File: config.mk
export PLATFORM = sky130hd
export DESIGN_NAME = agoc_top
export DESIGN_NICKNAME = d
export VERILOG_FILES = /design/src/verilog/agoc_pkg.sv /design/src/verilog/agoc_dc_loop.sv /design/src/verilog/agoc_gain_stage.sv /design/src/verilog/agoc_top.sv
export SDC_FILE = /design/constraint.sdc
export NUM_CORES = 1
export LEC_CHECK = 0
export CAP_MARGIN = 0
export CORE_ASPECT_RATIO = 1.25
export CORE_MARGIN = 2
export CORE_UTILIZATION = 43
export DETAILED_ROUTE_END_ITERATION = 10
export DONT_BUFFER_PORTS = 1
export GPL_TIMING_DRIVEN = 0
export PLACE_DENSITY_LB_ADDON = 0.15
export SLEW_MARGIN = 20
export SYNTH_ARGS = -nofsm -noshare
export SYNTH_HDL_FRONTEND = slang
export SYNTH_SLANG_ARGS = --single-unit
File: constraint.sdc
create_clock -name pclk -period 9 [get_ports pclk]
set_clock_uncertainty 0.15 [all_clocks]
set_input_delay 2.7 -clock pclk [delete_from_list [all_inputs] [get_ports pclk]]
set_output_delay 2.7 -clock pclk [all_outputs]
set_load 0.03 [all_outputs]
File: src/verilog/agoc_pkg.sv
package agoc_pkg;

  // ==========================================================================
  // Sample path widths
  localparam int SAMPLE_W    = 11;
  localparam int LVDS_PAIRS  = 6;
  localparam int GAIN_FRAC   = 12;
  localparam int GAIN_FAC_W  = 14;
  localparam int WIDE_W      = 26;

  // ==========================================================================
  // Offset loop timing: the time constant is 2^(LOOP_BASE_LOG2 + code) cycles.
  localparam int LOOP_BASE_LOG2 = 20;
  localparam int RATE_CODE_MAX  = 11;
  localparam int ACC_FRAC       = LOOP_BASE_LOG2 + RATE_CODE_MAX;

  // ==========================================================================
  // Register byte addresses
  localparam logic [7:0] ADDR_MODE    = 8'h00;
  localparam logic [7:0] ADDR_GAIN    = 8'h04;
  localparam logic [7:0] ADDR_DC_CTRL = 8'h08;
  localparam logic [7:0] ADDR_STATUS  = 8'h0C;
  localparam logic [7:0] ADDR_EST_A   = 8'h10;
  localparam logic [7:0] ADDR_EST_B   = 8'h14;

  // ==========================================================================
  // Field positions and reset values
  localparam int MODE_DIG1_BIT = 0;
  localparam int MODE_DIG2_BIT = 1;
  localparam int MODE_LVDS_BIT = 2;
  localparam logic MODE_LVDS_RST = 1'b1;
  localparam int GAIN_CODE_LSB = 0;
  localparam int GAIN_CODE_W   = 4;
  localparam logic [3:0] GAIN_CODE_MAX = 4'hC;
  localparam logic [3:0] GAIN_CODE_RST = 4'h0;
  localparam int DC_EN_BIT     = 0;
  localparam int DC_HOLD_BIT   = 1;
  localparam int DC_RATE_LSB   = 4;
  localparam int DC_RATE_W     = 4;
  localparam logic [3:0] DC_RATE_RST = 4'h0;
  localparam int ST_GAIN_BIT   = 0;
  localparam int ST_DC_BIT     = 1;
  localparam int ST_RSVD_BIT   = 2;
  localparam int ST_HOLD_BIT   = 3;

  // Gain factor in Q2.12 for each half-decibel step, 10^(code/40).
  function automatic logic [GAIN_FAC_W-1:0] gain_factor(input logic [3:0] code);
    case (code)
      4'h0:    gain_factor = 14'h1000;
      4'h1:    gain_factor = 14'h10F3;
      4'h2:    gain_factor = 14'h11F4;
      4'h3:    gain_factor = 14'h1304;
      4'h4:    gain_factor = 14'h1425;
      4'h5:    gain_factor = 14'h1556;
      4'h6:    gain_factor = 14'h169A;
      4'h7:    gain_factor = 14'h17F1;
      4'h8:    gain_factor = 14'h195C;
      4'h9:    gain_factor = 14'h1ADC;
      4'hA:    gain_factor = 14'h1C74;
      4'hB:    gain_factor = 14'h1E23;
      default: gain_factor = 14'h1FED;
    endcase
  endfunction

  // Clamp a wide signed value to the two full-scale codes.
  function automatic logic signed [SAMPLE_W-1:0] sat_sample(input logic signed [WIDE_W-1:0] v);
    if (v > 26'sh00003FF) begin
      sat_sample = 11'sh3FF;
    end else if (v < -26'sh0000400) begin
      sat_sample = 11'sh400;
    end else begin
      sat_sample = v[SAMPLE_W-1:0];
    end
  endfunction

endpackage

File: src/verilog/agoc_dc_loop.sv
module agoc_dc_loop #(
  parameter int EST_LIMIT = 10
) (
  // Clock and reset
  input  wire logic                                  clk,
  input  wire logic                                  rst_n,
  // Control
  input  wire logic                                  enable,
  input  wire logic                                  hold,
  input  wire logic [3:0]                            rate_code,
  // Samples
  input  wire logic signed [agoc_pkg::SAMPLE_W-1:0]  sample_in,
  output logic signed [agoc_pkg::SAMPLE_W-1:0]       sample_out,
  output logic signed [agoc_pkg::SAMPLE_W-1:0]       estimate
);

  localparam int ACC_W = agoc_pkg::SAMPLE_W + agoc_pkg::ACC_FRAC;
  localparam logic signed [ACC_W-1:0] ACC_LIM = ACC_W'(EST_LIMIT) <<< agoc_pkg::ACC_FRAC;

  if (EST_LIMIT < 1 || EST_LIMIT > 1023) begin : g_bad_limit
    $error("EST_LIMIT must lie between 1 and 1023");
  end

  logic signed [ACC_W-1:0]              acc_q;
  logic signed [ACC_W-1:0]              step;
  logic signed [ACC_W-1:0]              sum;
  logic signed [agoc_pkg::SAMPLE_W:0]   residual;
  logic [3:0]                           eff_code;
  logic [3:0]                           shift;

  assign estimate = acc_q[ACC_W-1:agoc_pkg::ACC_FRAC];
  assign residual = {sample_in[agoc_pkg::SAMPLE_W-1], sample_in}
                  - {estimate[agoc_pkg::SAMPLE_W-1], estimate};

  // ==========================================================================
  // Loop rate
  // Rate code mapping
  // Reserved codes fall back to the slowest documented rate, the safest choice.
  assign eff_code = (rate_code > 4'(agoc_pkg::RATE_CODE_MAX)) ? 4'(agoc_pkg::RATE_CODE_MAX)
                                                              : rate_code;
  assign shift    = 4'(agoc_pkg::RATE_CODE_MAX) - eff_code;
  assign step     = ACC_W'(residual) <<< shift;
  assign sum      = acc_q + step;

  // ==========================================================================
  // Estimate accumulator
  // First-order accumulator
  always_ff @(posedge clk or negedge rst_n) begin
    if (!rst_n) begin
      acc_q <= '0;
    end else if (!enable) begin
      acc_q <= '0;
    end else if (!hold) begin
      if (sum > ACC_LIM) begin
        acc_q <= ACC_LIM;
      end else if (sum < -ACC_LIM) begin
        acc_q <= -ACC_LIM;
      end else begin
        acc_q <= sum;
      end
    end
  end

  // ==========================================================================
  // Correction
  // Subtract while enabled, held or not
  always_ff @(posedge clk or negedge rst_n) begin
    if (!rst_n) begin
      sample_out <= '0;
    end else if (enable) begin
      sample_out <= agoc_pkg::sat_sample(agoc_pkg::WIDE_W'(residual));
    end else begin
      sample_out <= sample_in;
    end
  end

endmodule // agoc_dc_loop

File: src/verilog/agoc_gain_stage.sv
module agoc_gain_stage (
  // Clock and reset
  input  wire logic                                  clk,
  input  wire logic                                  rst_n,
  // Control
  input  wire logic                                  enable,
  input  wire logic [3:0]                            code,
  // Samples
  input  wire logic signed [agoc_pkg::SAMPLE_W-1:0]  sample_in,
  output logic signed [agoc_pkg::SAMPLE_W-1:0]       sample_out
);

  logic signed [agoc_pkg::WIDE_W-1:0] product;
  logic signed [agoc_pkg::WIDE_W-1:0] scaled;

  // ==========================================================================
  // Scaling
  // Proportional full scale
  // Multiplying by 10^(g/20) maps a full-scale input 10^(g/20) times smaller onto full code.
  assign product = agoc_pkg::WIDE_W'(sample_in)
                 * $signed({1'b0, agoc_pkg::gain_factor(code)});
  assign scaled  = product >>> agoc_pkg::GAIN_FRAC;

  always_ff @(posedge clk or negedge rst_n) begin
    if (!rst_n) begin
      sample_out <= '0;
    end else if (enable) begin
      sample_out <= agoc_pkg::sat_sample(scaled);
    end else begin
      sample_out <= sample_in;
    end
  end

endmodule // agoc_gain_stage

File: src/verilog/agoc_top.sv
module agoc_top #(
  parameter int EST_LIMIT = 10
) (
  // APB slave
  input  wire logic                                  pclk,
  input  wire logic                                  presetn,
  input  wire logic                                  psel,
  input  wire logic                                  penable,
  input  wire logic                                  pwrite,
  input  wire logic [7:0]                            paddr,
  input  wire logic [31:0]                           pwdata,
  output logic [31:0]                                prdata,
  output logic                                       pready,
  output logic                                       pslverr,
  // Converter samples, one per clock per channel
  input  wire logic signed [agoc_pkg::SAMPLE_W-1:0]  ch_a_sample,
  input  wire logic signed [agoc_pkg::SAMPLE_W-1:0]  ch_b_sample,
  // Parallel CMOS outputs
  output logic [agoc_pkg::SAMPLE_W-1:0]              cmos_a_data,
  output logic [agoc_pkg::SAMPLE_W-1:0]              cmos_b_data,
  // DDR LVDS outputs, rising-edge and falling-edge bit per pair
  output logic [agoc_pkg::LVDS_PAIRS-1:0]            lvds_a_rise,
  output logic [agoc_pkg::LVDS_PAIRS-1:0]            lvds_a_fall,
  output logic [agoc_pkg::LVDS_PAIRS-1:0]            lvds_b_rise,
  output logic [agoc_pkg::LVDS_PAIRS-1:0]            lvds_b_fall,
  // Output interface select and clock forwarding
  output logic                                       lvds_mode,
  output logic                                       out_clk_en
);

  localparam int W = agoc_pkg::SAMPLE_W;
  localparam int P = agoc_pkg::LVDS_PAIRS;

  if (2 * P < W) begin : g_bad_pairs
    $error("LVDS_PAIRS too small for the sample width");
  end

  // ==========================================================================
  // Helpers

  // Bit 2k leaves on the rising edge of the output clock.
  function automatic logic [P-1:0] pack_rise(input logic [W-1:0] d);
    logic [P-1:0] r;
    r = '0;
    for (int k = 0; k < P; k++) begin
      if (2 * k < W) begin
        r[k] = d[2*k];
      end
    end
    return r;
  endfunction

  // Bit 2k+1 leaves on the falling edge; the top pair carries zero there.
  function automatic logic [P-1:0] pack_fall(input logic [W-1:0] d);
    logic [P-1:0] r;
    r = '0;
    for (int k = 0; k < P; k++) begin
      if (2 * k + 1 < W) begin
        r[k] = d[2*k+1];
      end
    end
    return r;
  endfunction

  // ==========================================================================
  // Configuration state
  logic        dig1_q;
  logic        dig2_q;
  logic        lvds_q;
  logic [3:0]  gain_code_q;
  logic        dc_en_q;
  logic        dc_hold_q;
  logic [3:0]  dc_rate_q;
  logic        gain_active_q;
  logic [31:0] prdata_q;

  logic        digital_on;
  logic        gain_active;
  logic        dc_active;
  logic        setup;
  logic        access;
  logic        wr;
  logic        addr_ok;
  logic [31:0] rd_mux;

  logic signed [W-1:0] stage_in  [2];
  logic signed [W-1:0] stage_dc  [2];
  logic signed [W-1:0] stage_out [2];
  logic signed [W-1:0] est       [2];

  assign digital_on  = dig1_q & dig2_q;
  assign gain_active = digital_on;
  assign dc_active   = digital_on & dc_en_q;

  // ==========================================================================
  // APB decode
  // The slave never inserts wait states, so pready follows the access phase.
  assign setup   = psel & ~penable;
  assign access  = psel & penable;
  assign wr      = access & pwrite;
  assign pready  = access;
  assign prdata  = prdata_q;

  always_comb begin
    if (paddr == agoc_pkg::ADDR_MODE) begin
      addr_ok = 1'b1;
    end else if (paddr == agoc_pkg::ADDR_GAIN) begin
      addr_ok = 1'b1;
    end else if (paddr == agoc_pkg::ADDR_DC_CTRL) begin
      addr_ok = 1'b1;
    end else if (paddr == agoc_pkg::ADDR_STATUS) begin
      addr_ok = 1'b1;
    end else if (paddr == agoc_pkg::ADDR_EST_A) begin
      addr_ok = 1'b1;
    end else if (paddr == agoc_pkg::ADDR_EST_B) begin
      addr_ok = 1'b1;
    end else begin
      addr_ok = 1'b0;
    end
  end

  assign pslverr = access & ~addr_ok;

  always_comb begin
    rd_mux = '0;
    if (paddr == agoc_pkg::ADDR_MODE) begin
      rd_mux[agoc_pkg::MODE_DIG1_BIT] = dig1_q;
      rd_mux[agoc_pkg::MODE_DIG2_BIT] = dig2_q;
      rd_mux[agoc_pkg::MODE_LVDS_BIT] = lvds_q;
    end else if (paddr == agoc_pkg::ADDR_GAIN) begin
      rd_mux[agoc_pkg::GAIN_CODE_LSB +: agoc_pkg::GAIN_CODE_W] = gain_code_q;
    end else if (paddr == agoc_pkg::ADDR_DC_CTRL) begin
      rd_mux[agoc_pkg::DC_EN_BIT]   = dc_en_q;
      rd_mux[agoc_pkg::DC_HOLD_BIT] = dc_hold_q;
      rd_mux[agoc_pkg::DC_RATE_LSB +: agoc_pkg::DC_RATE_W] = dc_rate_q;
    end else if (paddr == agoc_pkg::ADDR_STATUS) begin
      rd_mux[agoc_pkg::ST_GAIN_BIT] = gain_active;
      rd_mux[agoc_pkg::ST_DC_BIT]   = dc_active;
      rd_mux[agoc_pkg::ST_RSVD_BIT] = (dc_rate_q > 4'(agoc_pkg::RATE_CODE_MAX));
      rd_mux[agoc_pkg::ST_HOLD_BIT] = dc_active & dc_hold_q;
    end else if (paddr == agoc_pkg::ADDR_EST_A) begin
      rd_mux[W-1:0] = est[0];
    end else if (paddr == agoc_pkg::ADDR_EST_B) begin
      rd_mux[W-1:0] = est[1];
    end
  end

  // Read data is captured in the setup cycle and stands through the access.
  always_ff @(posedge pclk or negedge presetn) begin
    if (!presetn) begin
      prdata_q <= '0;
    end else if (setup && !pwrite) begin
      prdata_q <= rd_mux;
    end
  end

  // ==========================================================================
  // Mode register
  always_ff @(posedge pclk or negedge presetn) begin
    if (!presetn) begin
      dig1_q <= 1'b0;
      dig2_q <= 1'b0;
      lvds_q <= agoc_pkg::MODE_LVDS_RST;
    end else if (wr && paddr == agoc_pkg::ADDR_MODE) begin
      dig1_q <= pwdata[agoc_pkg::MODE_DIG1_BIT];
      dig2_q <= pwdata[agoc_pkg::MODE_DIG2_BIT];
      lvds_q <= pwdata[agoc_pkg::MODE_LVDS_BIT];
    end
  end

  // ==========================================================================
  // Gain register
  always_ff @(posedge pclk or negedge presetn) begin
    if (!presetn) begin
      gain_active_q <= 1'b0;
    end else begin
      gain_active_q <= gain_active;
    end
  end

  always_ff @(posedge pclk or negedge presetn) begin
    if (!presetn) begin
      gain_code_q <= agoc_pkg::GAIN_CODE_RST;
    end else if (gain_active && !gain_active_q) begin
      gain_code_q <= agoc_pkg::GAIN_CODE_RST;
    end else if (wr && gain_active && paddr == agoc_pkg::ADDR_GAIN) begin
      if (pwdata[agoc_pkg::GAIN_CODE_LSB +: agoc_pkg::GAIN_CODE_W] > agoc_pkg::GAIN_CODE_MAX) begin
        gain_code_q <= agoc_pkg::GAIN_CODE_MAX;
      end else begin
        gain_code_q <= pwdata[agoc_pkg::GAIN_CODE_LSB +: agoc_pkg::GAIN_CODE_W];
      end
    end
  end

  // ==========================================================================
  // Offset correction register
  always_ff @(posedge pclk or negedge presetn) begin
    if (!presetn) begin
      dc_en_q   <= 1'b0;
      dc_hold_q <= 1'b0;
      dc_rate_q <= agoc_pkg::DC_RATE_RST;
    end else if (wr && paddr == agoc_pkg::ADDR_DC_CTRL) begin
      dc_en_q   <= pwdata[agoc_pkg::DC_EN_BIT];
      dc_hold_q <= pwdata[agoc_pkg::DC_HOLD_BIT];
      dc_rate_q <= pwdata[agoc_pkg::DC_RATE_LSB +: agoc_pkg::DC_RATE_W];
    end
  end

  // ==========================================================================
  // Sample path: offset removal first so the loop sees unscaled offset.
  assign stage_in[0] = ch_a_sample;
  assign stage_in[1] = ch_b_sample;

  for (genvar gi = 0; gi < 2; gi++) begin : g_ch
    agoc_dc_loop #(
      .EST_LIMIT (EST_LIMIT)
    ) u_dc (
      .clk        (pclk),
      .rst_n      (presetn),
      .enable     (dc_active),
      .hold       (dc_hold_q),
      .rate_code  (dc_rate_q),
      .sample_in  (stage_in[gi]),
      .sample_out (stage_dc[gi]),
      .estimate   (est[gi])
    );

    agoc_gain_stage u_gain (
      .clk        (pclk),
      .rst_n      (presetn),
      .enable     (gain_active),
      .code       (gain_code_q),
      .sample_in  (stage_dc[gi]),
      .sample_out (stage_out[gi])
    );
  end

  // ==========================================================================
  // Output interface
  // The unused interface is held low so idle pins do not toggle and couple noise.
  always_ff @(posedge pclk or negedge presetn) begin
    if (!presetn) begin
      lvds_mode   <= agoc_pkg::MODE_LVDS_RST;
      out_clk_en  <= 1'b0;
      cmos_a_data <= '0;
      cmos_b_data <= '0;
      lvds_a_rise <= '0;
      lvds_a_fall <= '0;
      lvds_b_rise <= '0;
      lvds_b_fall <= '0;
    end else begin
      lvds_mode  <= lvds_q;
      out_clk_en <= 1'b1;
      if (lvds_q) begin
        cmos_a_data <= '0;
        cmos_b_data <= '0;
        lvds_a_rise <= pack_rise(stage_out[0]);
        lvds_a_fall <= pack_fall(stage_out[0]);
        lvds_b_rise <= pack_rise(stage_out[1]);
        lvds_b_fall <= pack_fall(stage_out[1]);
      end else begin
        cmos_a_data <= stage_out[0];
        cmos_b_data <= stage_out[1];
        lvds_a_rise <= '0;
        lvds_a_fall <= '0;
        lvds_b_rise <= '0;
        lvds_b_fall <= '0;
      end
    end
  end

endmodule // agoc_top
Word-level counts from Yosys, hierarchy flattened
Memory sizes are Yosys's and may differ from the RTL's.
Cells that the tools add are included.
{"block": "totals", "mem_bits_ro": 384, "in_bits": 67, "output_inout_bits": 82, "mem_count": 2, "register_bits": 201, "word_cells": 121}
{"memory": "(name not given)", "depth": 16, "word_bits": 12, "read_ports": 1, "rd_clocked_by_memory_dff": 0, "write_ports": 0, "line_no": "agoc_pkg.sv:48", "rtl": "case (code)"}
{"memory": "(name not given)", "depth": 16, "word_bits": 12, "read_ports": 1, "rd_clocked_by_memory_dff": 0, "write_ports": 0, "line_no": "agoc_pkg.sv:48"}
{"block": "op_classes", "multipliers": 2, "mux": 48, "shift": 2, "bitwise": 9, "n_eq_ne": 6, "magnitude_cmp": 14, "add_sub_neg": 5, "n_reduce_logical": 10}
{"op": "$mux W42", "n": 8}
{"op": "$mux W11", "n": 16}
{"op": "$add A42 B42 Y42", "n": 2}
{"op": "$gt A42 B36 Y1 const B", "n": 2}
{"op": "$lt A42 B36 Y1 const B", "n": 2}
{"op": "$sshl A12 B4 Y42", "n": 2}
{"op": "$mul A11 B15 Y26", "n": 2}
{"op": "$gt A14 B11 Y1 const B", "n": 2}
{"op": "$lt A14 B11 Y1 const B", "n": 2}
{"op": "$mux W4", "n": 7}
{"op": "$gt A12 B11 Y1 const B", "n": 2}
{"op": "$lt A12 B11 Y1 const B", "n": 2}
{"op": "$sub A11 B11 Y12", "n": 2}
{"op": "$eq A8 B4 Y1 const B", "n": 2}
{"op": "$eq A8 B5 Y1 const B", "n": 2}
{"op": "$mux W7", "n": 2}
{"op": "$mux W6", "n": 2}
{"op": "$mux W5", "n": 2}
{"op": "$eq A8 B3 Y1 const B", "n": 1}
{"op": "$gt A4 B4 Y1 const B", "n": 2}
{"op": "$logic_not A8 Y1", "n": 1}
{"op": "$mux W8", "n": 1}
{"op": "$and A1 B1 Y1", "n": 7}
{"op": "$logic_and A1 B1 Y1", "n": 6}
{"op": "other kinds (8)", "n": 17}

Longest topological paths before layout
Gate-level depths: netlist (run 1).
{"block": "depth", "ltp_word": 10, "depth_mapped": 32, "ltp_nobuf": 31}

Cells and area by module
From an unflattened synthesis (run 1), not the netlist that was laid out.
{"block": "unflattened", "cells_unflattened": 3185, "area_unflattened_um2": 27413.8}
{"mod": "agoc_dc_loop", "cells_per_inst": 831, "seq_area_each_um2": 1326.3, "instances": 2, "area_each_um2": 6726.5}
{"mod": "agoc_gain_stage (g_ch[0].u_gain)", "cells_per_inst": 627, "seq_area_each_um2": 275.3, "instances": 1, "area_each_um2": 5489.0}
{"mod": "agoc_gain_stage (g_ch[1].u_gain)", "cells_per_inst": 633, "seq_area_each_um2": 275.3, "instances": 1, "area_each_um2": 5460.2}
{"mod": "agoc_top", "cells_per_inst": 263, "seq_area_each_um2": 1779.2, "instances": 1, "area_each_um2": 3011.6}

Least setup slack after synthesis (run 1)
Ideal clock, no wire load.
{"block": "synth_path", "path_type": "in2reg", "start": "input port ch_a_sample[1] (netlist name)", "end": "register g_ch[0].u_dc.acc_q[14]", "n_path_buf": 2, "setup_time_ns": 0.066, "arrival_time_ns": 9.153, "path_stages": 28, "t_required_ns": 8.784, "path_slack_ns": -0.369, "path_cell_list": "ha_1 > nor2b_1 > o31a_1 > o211a_1 > o21a_1 > o21a_1 > or4b_2 > o311a_1 > mux2i_1 > a21oi_1 > o21ai_0 > ha_1 > clkbuf_1 > a21oi_1 > o21a_1 > o221ai_1 > or4_1 > o31ai_2 > o2111a_1 > or4_1 > inv_1 > nor3_1 > nand3_1 > or4_1 > ha_1 > a2111oi_4 > buf_6 > a22o_1"}
{"block": "synth_via", "elab_chain_cells": 8, "elab_cells_between_ends": 9, "classes_between": "add/sub (2); order compare (2); shift (1); mux (4)"}
{"item": "from (decl)", "line_no": "agoc_top.sv:16", "rtl": "input wire logic signed [agoc_pkg::SAMPLE_W-1:0] ch_a_sample,"}
{"item": "$sub A11 B11 Y12 (*)", "line_no": "agoc_dc_loop.sv:33", "rtl": "- {estimate[agoc_pkg::SAMPLE_W-1], estimate};"}
{"item": "$sshl A12 B4 Y42 (*)", "line_no": "agoc_dc_loop.sv:42", "rtl": "assign step = ACC_W'(residual) <<< shift;"}
{"item": "$add A42 B42 Y42 (*)", "line_no": "agoc_dc_loop.sv:43", "rtl": "assign sum = acc_q + step;"}
{"item": "$lt A42 B36 Y1", "line_no": "agoc_dc_loop.sv:56", "rtl": "end else if (sum < -ACC_LIM) begin"}
{"item": "$mux W42", "line_no": "agoc_dc_loop.sv:56"}
{"item": "$mux W42 (*)", "line_no": "agoc_dc_loop.sv:54", "rtl": "if (sum > ACC_LIM) begin"}
{"item": "$mux W42 (*)", "line_no": "agoc_dc_loop.sv:53", "rtl": "end else if (!hold) begin"}
{"item": "$mux W42 (*)", "line_no": "agoc_dc_loop.sv:51", "rtl": "end else if (!enable) begin"}
{"item": "to (signal assigned)", "line_no": "agoc_dc_loop.sv:57", "rtl": "acc_q <= -ACC_LIM;"}
{"item": "to (signal assigned)", "line_no": "agoc_dc_loop.sv:59", "rtl": "acc_q <= sum;"}
{"item": "to (decl)", "line_no": "agoc_dc_loop.sv:24", "rtl": "logic signed [ACC_W-1:0] acc_q;"}
Every way passes the cells marked *; elsewhere a longest branch is shown, timed or not. The select of a mux whose other input is x is not followed.
A chain may end at the register's enable or synchronous reset.

Worst setup path after layout (run 1)
{"block": "layout_path", "start": "input port ch_a_sample[1] (netlist name)", "end": "register g_ch[0].u_dc.acc_q[17]"}
Same word-level chain as after synthesis.

==> qor.yml, run 1 <==
drt:
  antenna_left: 0
  drt-initial-drc-count: 1849
  avgRoutedWirePerCell_um: 21.1
  vias_per_cell: 5.88
  firstDrtPassIters: 8
  drc: 0
  wirelength_mm: 83.1
  num_vias: 23200
placed_design:
  gp_congestion: 0.947
  placed_cells: 3884
  portBuffers: 0
  place_worst_setup_slack_ns: -1.84
  dpl_cell_area_mm2: 0.0269
  dpl.hpwl_mm: 66.9
layout:
  multiInputGateArea_mm2: 0.0194
  antenna_cells: 0
  final_nets: 3693
  stdcell_area_mm2: 0.0284
  regArea_mm2: 0.00498
  fin_util_pct: 47.8
  fillers: 5828
  syn2layout_area_growth_pct: 10.2
  drive_gt1_share_pct: 8.45
  stdcell_count: 3948
timing:
  worst_pin_slew_ns: 1.01
  fin_crit_sh_pct: 98.3
  hold_viol: 0
  setup_slack_ns: 0.152
  min_period_ns: 8.85
  slew_headroom_pct: 32.6
  setup_viol: 0
  holdWs_ns: 0.228
  fmax_mhz: 113
  drv_slew: 0
  setup_tns_ns: 0
global_routing:
  grt_pass1_wl_mm: 130
  grt_pass1_vias: 23200
  grt_max_degree: 200
  grt_util_all_layers_pct: 27.1
  gr-total-overflow: 0
  antenna_found_initial: 0
floorplan:
  ios: 149
  start_util_pct: 43.4
  core_mm2: 0.0594
  die_h_um: 278
  die_w_um: 223
  num_rows: 100
  die-area_mm2: 0.0619
worst_setup_path:
  startpoint_type: "primary input"
  end_kind: "register"
  critical_path_class: "in2reg"
  crit_path_max_incr_delay_ns: 0.54
  cp.arrival_ns: 9.09
  critPathSlowestCell: "or4_4"
  critical_path_required_ns: 9.24
  cp_max_fo: 10
clocking:
  insertion_delay_ns: 0.51
  root_buffer: "clkbuf_16"
  clockBufferDepth: 2
  clock_sinks: 199
  cts_max_level: 4
  path_clk_slew_ns: 0.09
  cts_tree: "done"
  numCtsBuffers: 17
pwr:
  combPwrFrac_pct: 27.6
  swShare_pct: 37.2
  power_switching_mw: 0.908
  pwr-share-seq_pct: 38.7
  p_int_mw: 1.54
  powerDensity_mw_per_mm2: 86.1
  power.leakage_nw: 13.3
  total_power_mw: 2.44
  power_frac_clock_pct: 33.7
  ir_worst_vdd_uv: 144
yosys:
  ys_types: 95
  ys_seq_area_share_pct: 19.3
  netlist_top_cells_area: "dfrtp_1 (19%), fa_1 (16%), ha_1 (12%)"
  syn_inst: 3096
  ys_ff_latch: 199
  synth_warnings: 0
  yosys.area.top_type_share_pct: 19.1
  yosysTopAreaCell: "dfrtp_1"
  ys.flop_type: "dfrtp_1"
  async_reset_ff_share_pct: 100
  syn_avg_cell_area_um2: 8.32
  synthesis.area_mm2: 0.0258
  synth-edff-count: 0
run_status:
  status: "finished clean"
run:
  cap_violations: 0
min_path:
  min_path_type: "reg2reg"
==> synthesized netlist by cell type (all sizes together), types with 13 or more instances <==
cell	count
dfrtp	197
clkbuf	128
or3	13
nor4	17
a22oi	14
a21oi	195
and3	24
a2111oi	13
o21ai	173
fa	200
nand2b	21
a21o	56
nor3	51
nor2	217
and2	138
a31oi	17
nor2b	39
ha	256
nand4	29
o21a	33
o31ai	30
a211oi	37
nand3	50
buf	46
xor2	25
a32o	23
inv	345
a22o	47
and4	17
o211ai	17
o21bai	17
a211o	14
nand2	335
xnor2	59
mux2i	35
==> worst max-delay path, delay by kind of cell <==
| kind | cells | cell delay (ns) |
|---|---|---|
| AOI/OAI and AO/OA | 12 | 2.77 |
| adders and majority gates | 3 | 0.78 |
| buffers and inverters | 3 | 0.35 |
| muxes | 3 | 0.59 |
| and+or+nand+nor | 8 | 1.87 |
==> final cells by class <==
cell class,instances,area share (%)
clock buffer,17,1.50
timing repair buffer,39,1.07
clock inverter,15,0.648
sequential,199,17.5
multi-input combinational,2398,68.5
buffer,168,2.79
tap,765,3.37
inverter,347,4.62
==> state kept, by name, summed over array words and instances (netlist names), 4 cells and up <==
signal	flops
dc_rate_q	4
g_ch.u_dc.acc_q	84
g_ch.u_dc.sample_out	22
lvds_a_fall	5
cmos_b_data	11
cmos_a_data	11
lvds_b_fall	5
lvds_b_rise	6
lvds_a_rise	6
gain_code_q	4
g_ch.u_gain.sample_out	22
prdata	11
==> cells in the final DEF, fill, tap and decap left out, types with 13 or more instances in the layout <==
master     count
fa_1         200
a21o_1        56
xor2_1        24
o21ai_1       17
o21a_1        32
inv_1        340
a21oi_1      171
nand2_1      333
conb_1        24
nand2b_1      21
o21ai_0      146
nor3_1        45
and4_1        17
and2_1       138
o31ai_1       27
mux2i_1       31
nor2_1       215
o211ai_1      17
nand4_1       28
xnor2_1       57
clkbuf_1     114
nand3_1       49
buf_4         63
nor2b_1       38
a31oi_1       17
and3_1        24
or3_1         13
a32o_1        23
ha_1         244
a22o_1        47
a211o_1       14
a22oi_1       14
a211oi_1      30
clkbuf_16     17
a21oi_2       21
o21bai_1      17
dfrtp_1      197
==> final timing paths <==
kind | from | endpoint | slack, ns | cells after the start
max | ch_a_sample[1] | g_ch[0].u_dc.acc_q[17] | 0.15 | 29
min | lvds_q | lvds_mode | 0.23 | 0
max reg2reg | gain_code_q[1] | g_ch[1].u_gain.sample_out[8] | 0.64 | 24
min reg2reg | lvds_q | lvds_mode | 0.23 | 0
max in group asynchronous | presetn | cmos_b_data[1] | 6.54 | 0
min in group asynchronous | presetn | g_ch[0].u_dc.acc_q[22] | 1.74 | 0
==> kinds of logic (layout without fill, tap and decap cells) <==
| group | Yosys count | in the layout | share of synthesized area [%] |
|---|---|---|---|
| simple gates | 997 | 997 | 18.9 |
| compound gates | 784 | 784 | 20.7 |
| buf+inv | 521 | 586 | 8.07 |
| fa+ha+maj | 463 | 463 | 28.2 |
| flops | 199 | 199 | 19.3 |
| xor+xnor | 84 | 84 | 2.85 |
| mux | 46 | 46 | 1.88 |
| other cells | 2 | 24 | 0.0291 |
==> per-layer routing <==
layer  share of wire [%]  GRT usage (%)  vias up
li1                    -              -    10800
met1                  40           32.5    11600
met2                  50           47.4      647
met3                 5.7           4.88      169
met4                 4.5           11.4        0
met5                   0              0        -
==> timing repair <==
action / in CTS / in global routing
hold buffers: 0 / 0
cloned: 0 / 0
setup endpoints to repair: 84 / 93
buffers inserted: 8 / 30
pin swaps: 8 / 35
gates resized for setup: 53 / 92
==> power groups by stage <==
| stage | clock network (mW) | registers, mW | logic, mW |
|---|---|---|---|
| floorplan | 0 | 0.952 | 0.481 |
| global placement | 0 | 0.964 | 0.621 |
| detailed placement | 0 | 0.965 | 0.628 |
| CTS | 0.845 | 0.947 | 0.642 |
| global route | 0.876 | 0.948 | 0.751 |
| finish | 0.823 | 0.946 | 0.676 |
Power figures use the tool's default switching activity.
==> run 2, diff against run 1 <==
BUFFER_PORTS_ARGS = -buffer_cell sky130_fd_sc_hd__buf_2   (was default)
DONT_BUFFER_PORTS = default   (was 1)
==> qor.yml, run 2 (same netlist as run 1, synthesis figures left out) <==
drt:
  antenna_left: 0
  drc: 0
  drt-initial-drc-count: 1784
  num_vias: 23800
  vias_per_cell: 5.83
  firstDrtPassIters: 6
  avgRoutedWirePerCell_um: 20.8
  wirelength_mm: 85.1
worst_setup_path:
  crit_family: "compound AO/OA/AOI/OAI gates"
  reg2reg_from: "gain_code_q[3]"
  regToRegEndpoint: "g_ch[0].u_gain.sample_out[7]"
  cpMostUsedCell: "or4_4"
  rrSetupSlack_ns: 0.40
  cp_max_fo: 5
  cp_num_cells: 30
  worst-r2r-cell-count: 25
  end_kind: "register"
  cp.arrival_ns: 9.13
  critical_path_class: "in2reg"
  critical_path_required_ns: 9.28
  startpoint: "ch_a_sample[1]"
  path_buf_inv: 5
  crit_path_max_incr_delay_ns: 0.56
  startpoint_type: "primary input"
  critPathSlowestCell: "or4_4"
  cp-endpoint: "g_ch[0].u_dc.acc_q[4]"
clocking:
  cts_tree: "done"
  clockBufferDepth: 2
  insertion_delay_ns: 0.49
  numCtsBuffers: 17
  clock_sinks: 199
  path_clk_slew_ns: 0.08
  cts_max_level: 4
  root_buffer: "clkbuf_16"
global_routing:
  grt_pass1_vias: 23800
  grt_util_all_layers_pct: 27.4
  grt_max_degree: 96
  antenna_found_initial: 1
  grt_pass1_wl_mm: 132
  gr-total-overflow: 0
placed_design:
  dpl.hpwl_mm: 68.3
  dpl_cell_area_mm2: 0.0275
  gp_congestion: 0.920
  portBuffers: 101
floorplan:
  die_w_um: 223
  num_rows: 100
  start_util_pct: 43.4
  die-area_mm2: 0.0619
  ios: 149
  core_mm2: 0.0594
  die_h_um: 278
timing:
  fin_crit_sh_pct: 98.4
  min_period_ns: 8.86
  slew_headroom_pct: 27.7
  hold_viol: 0
  drv_slew: 0
  setup_tns_ns: 0
  fmax_mhz: 113
  setup_viol: 0
  holdWs_ns: 0.222
  worst_pin_slew_ns: 1.08
run_status:
  status: "finished clean"
pwr:
  total_power_mw: 2.54
  powerDensity_mw_per_mm2: 85.8
  ir_worst_vdd_uv: 143
  power.leakage_nw: 14.0
min_path:
  min_path_type: "reg2reg"
layout:
  drive_gt1_share_pct: 13.0
  largest_reg_flops: 84
  fillers: 5686
  final_nets: 3826
  final_common_cell: "inv_1"
  stdcell_area_mm2: 0.0296
  largest_registers: "g_ch.u_dc.acc_q x84, g_ch.u_dc.sample_out x22, g_ch.u_gain.sample_out x22"
  syn2layout_area_growth_pct: 14.8
  final_cell_mix: "inv_1 (338), nand2_1 (333), ha_1 (239), nor2_1 (214), fa_1 (199)"
  largest_register: "g_ch.u_dc.acc_q"
run:
  cap_violations: 0
## run 2: cell type report
class                           instances  area (um^2)  share of cell area (%)
Antenna cell                            1         2.50                 0.00846
Buffer                                166          821                    2.77
Clock buffer                           18          439                    1.48
Clock inverter                         14          181                   0.613
Inverter                              347         1310                    4.44
Multi-Input combinational cell       2398        19700                    66.7
Sequential cell                       199         4980                    16.8
Tap cell                              765          957                    3.24
Timing Repair Buffer                  174         1160                    3.91
## run 2: worst min path at each step
stage / from / end / cells after the start
2_1_floorplan: lvds_q / lvds_mode / 0
3_3_place_gp: lvds_q / lvds_mode / 0
3_5_place_dp: lvds_q / lvds_mode / 0
4_1_cts: lvds_q / lvds_mode / 0
5_1_grt: lvds_q / lvds_mode / 0
6_report: lvds_q / lvds_mode / 0
## run 2: through the flow
stage	std cells	util, %	setup slack, ns
floorplan	3118	-	-0.000739
global placement	3984	46.1	-2.45
detailed placement	3987	46.3	-2.20
CTS	4049	48.6	0.0127
global route	4081	49.8	-0.0586
finish	4082	49.8	0.144
## run 2: worst register-to-register path, cell delays in order, from the launching register on
cell and delay, ns:
dfrtp_1 0.33, clkbuf_1 0.26, clkinv_1 0.53, o21ai_0 0.93, clkbuf_1 0.51, nand2_1 0.18, fa_1 0.46, fa_1 0.55
inv_1 0.06, fa_1 0.48, fa_1 0.55, inv_1 0.05, fa_1 0.53, inv_1 0.04, ha_1 0.26, o21ai_0 0.10
a21o_1 0.20, o311a_1 0.37, o221ai_1 0.36, nand2_1 0.19, o21ai_0 0.44, nor3_1 0.12, a211oi_1 0.35, nand2b_1 0.09
clkbuf_1 0.21, o221a_2 0.19
## run 2: timing repair
| item | in CTS | in global routing |
|---|---|---|
| gates resized for setup | 105 | 112 |
| setup buffers | 31 | 38 |
| gates cloned | 2 | 0 |
| hold buffers | 0 | 0 |
| setup endpoints to repair | 84 | 93 |
| pin swaps | 35 | 63 |
## run 2: layer usage
metal | GRT usage (%) | share of wire [%]
met2 | 48.2 | 50
met4 | 13.4 | 5.2
met3 | 2.88 | 4.3
met1 | 33.2 | 41
met5 | 0 | 0
## run 2: power breakdown
group	leakage (nW)	switching, mW	internal [mW]
clock	0.302	0.427	0.408
combinational	11.1	0.488	0.285
sequential	2.61	0.0194	0.911
total	14.0	0.935	1.60
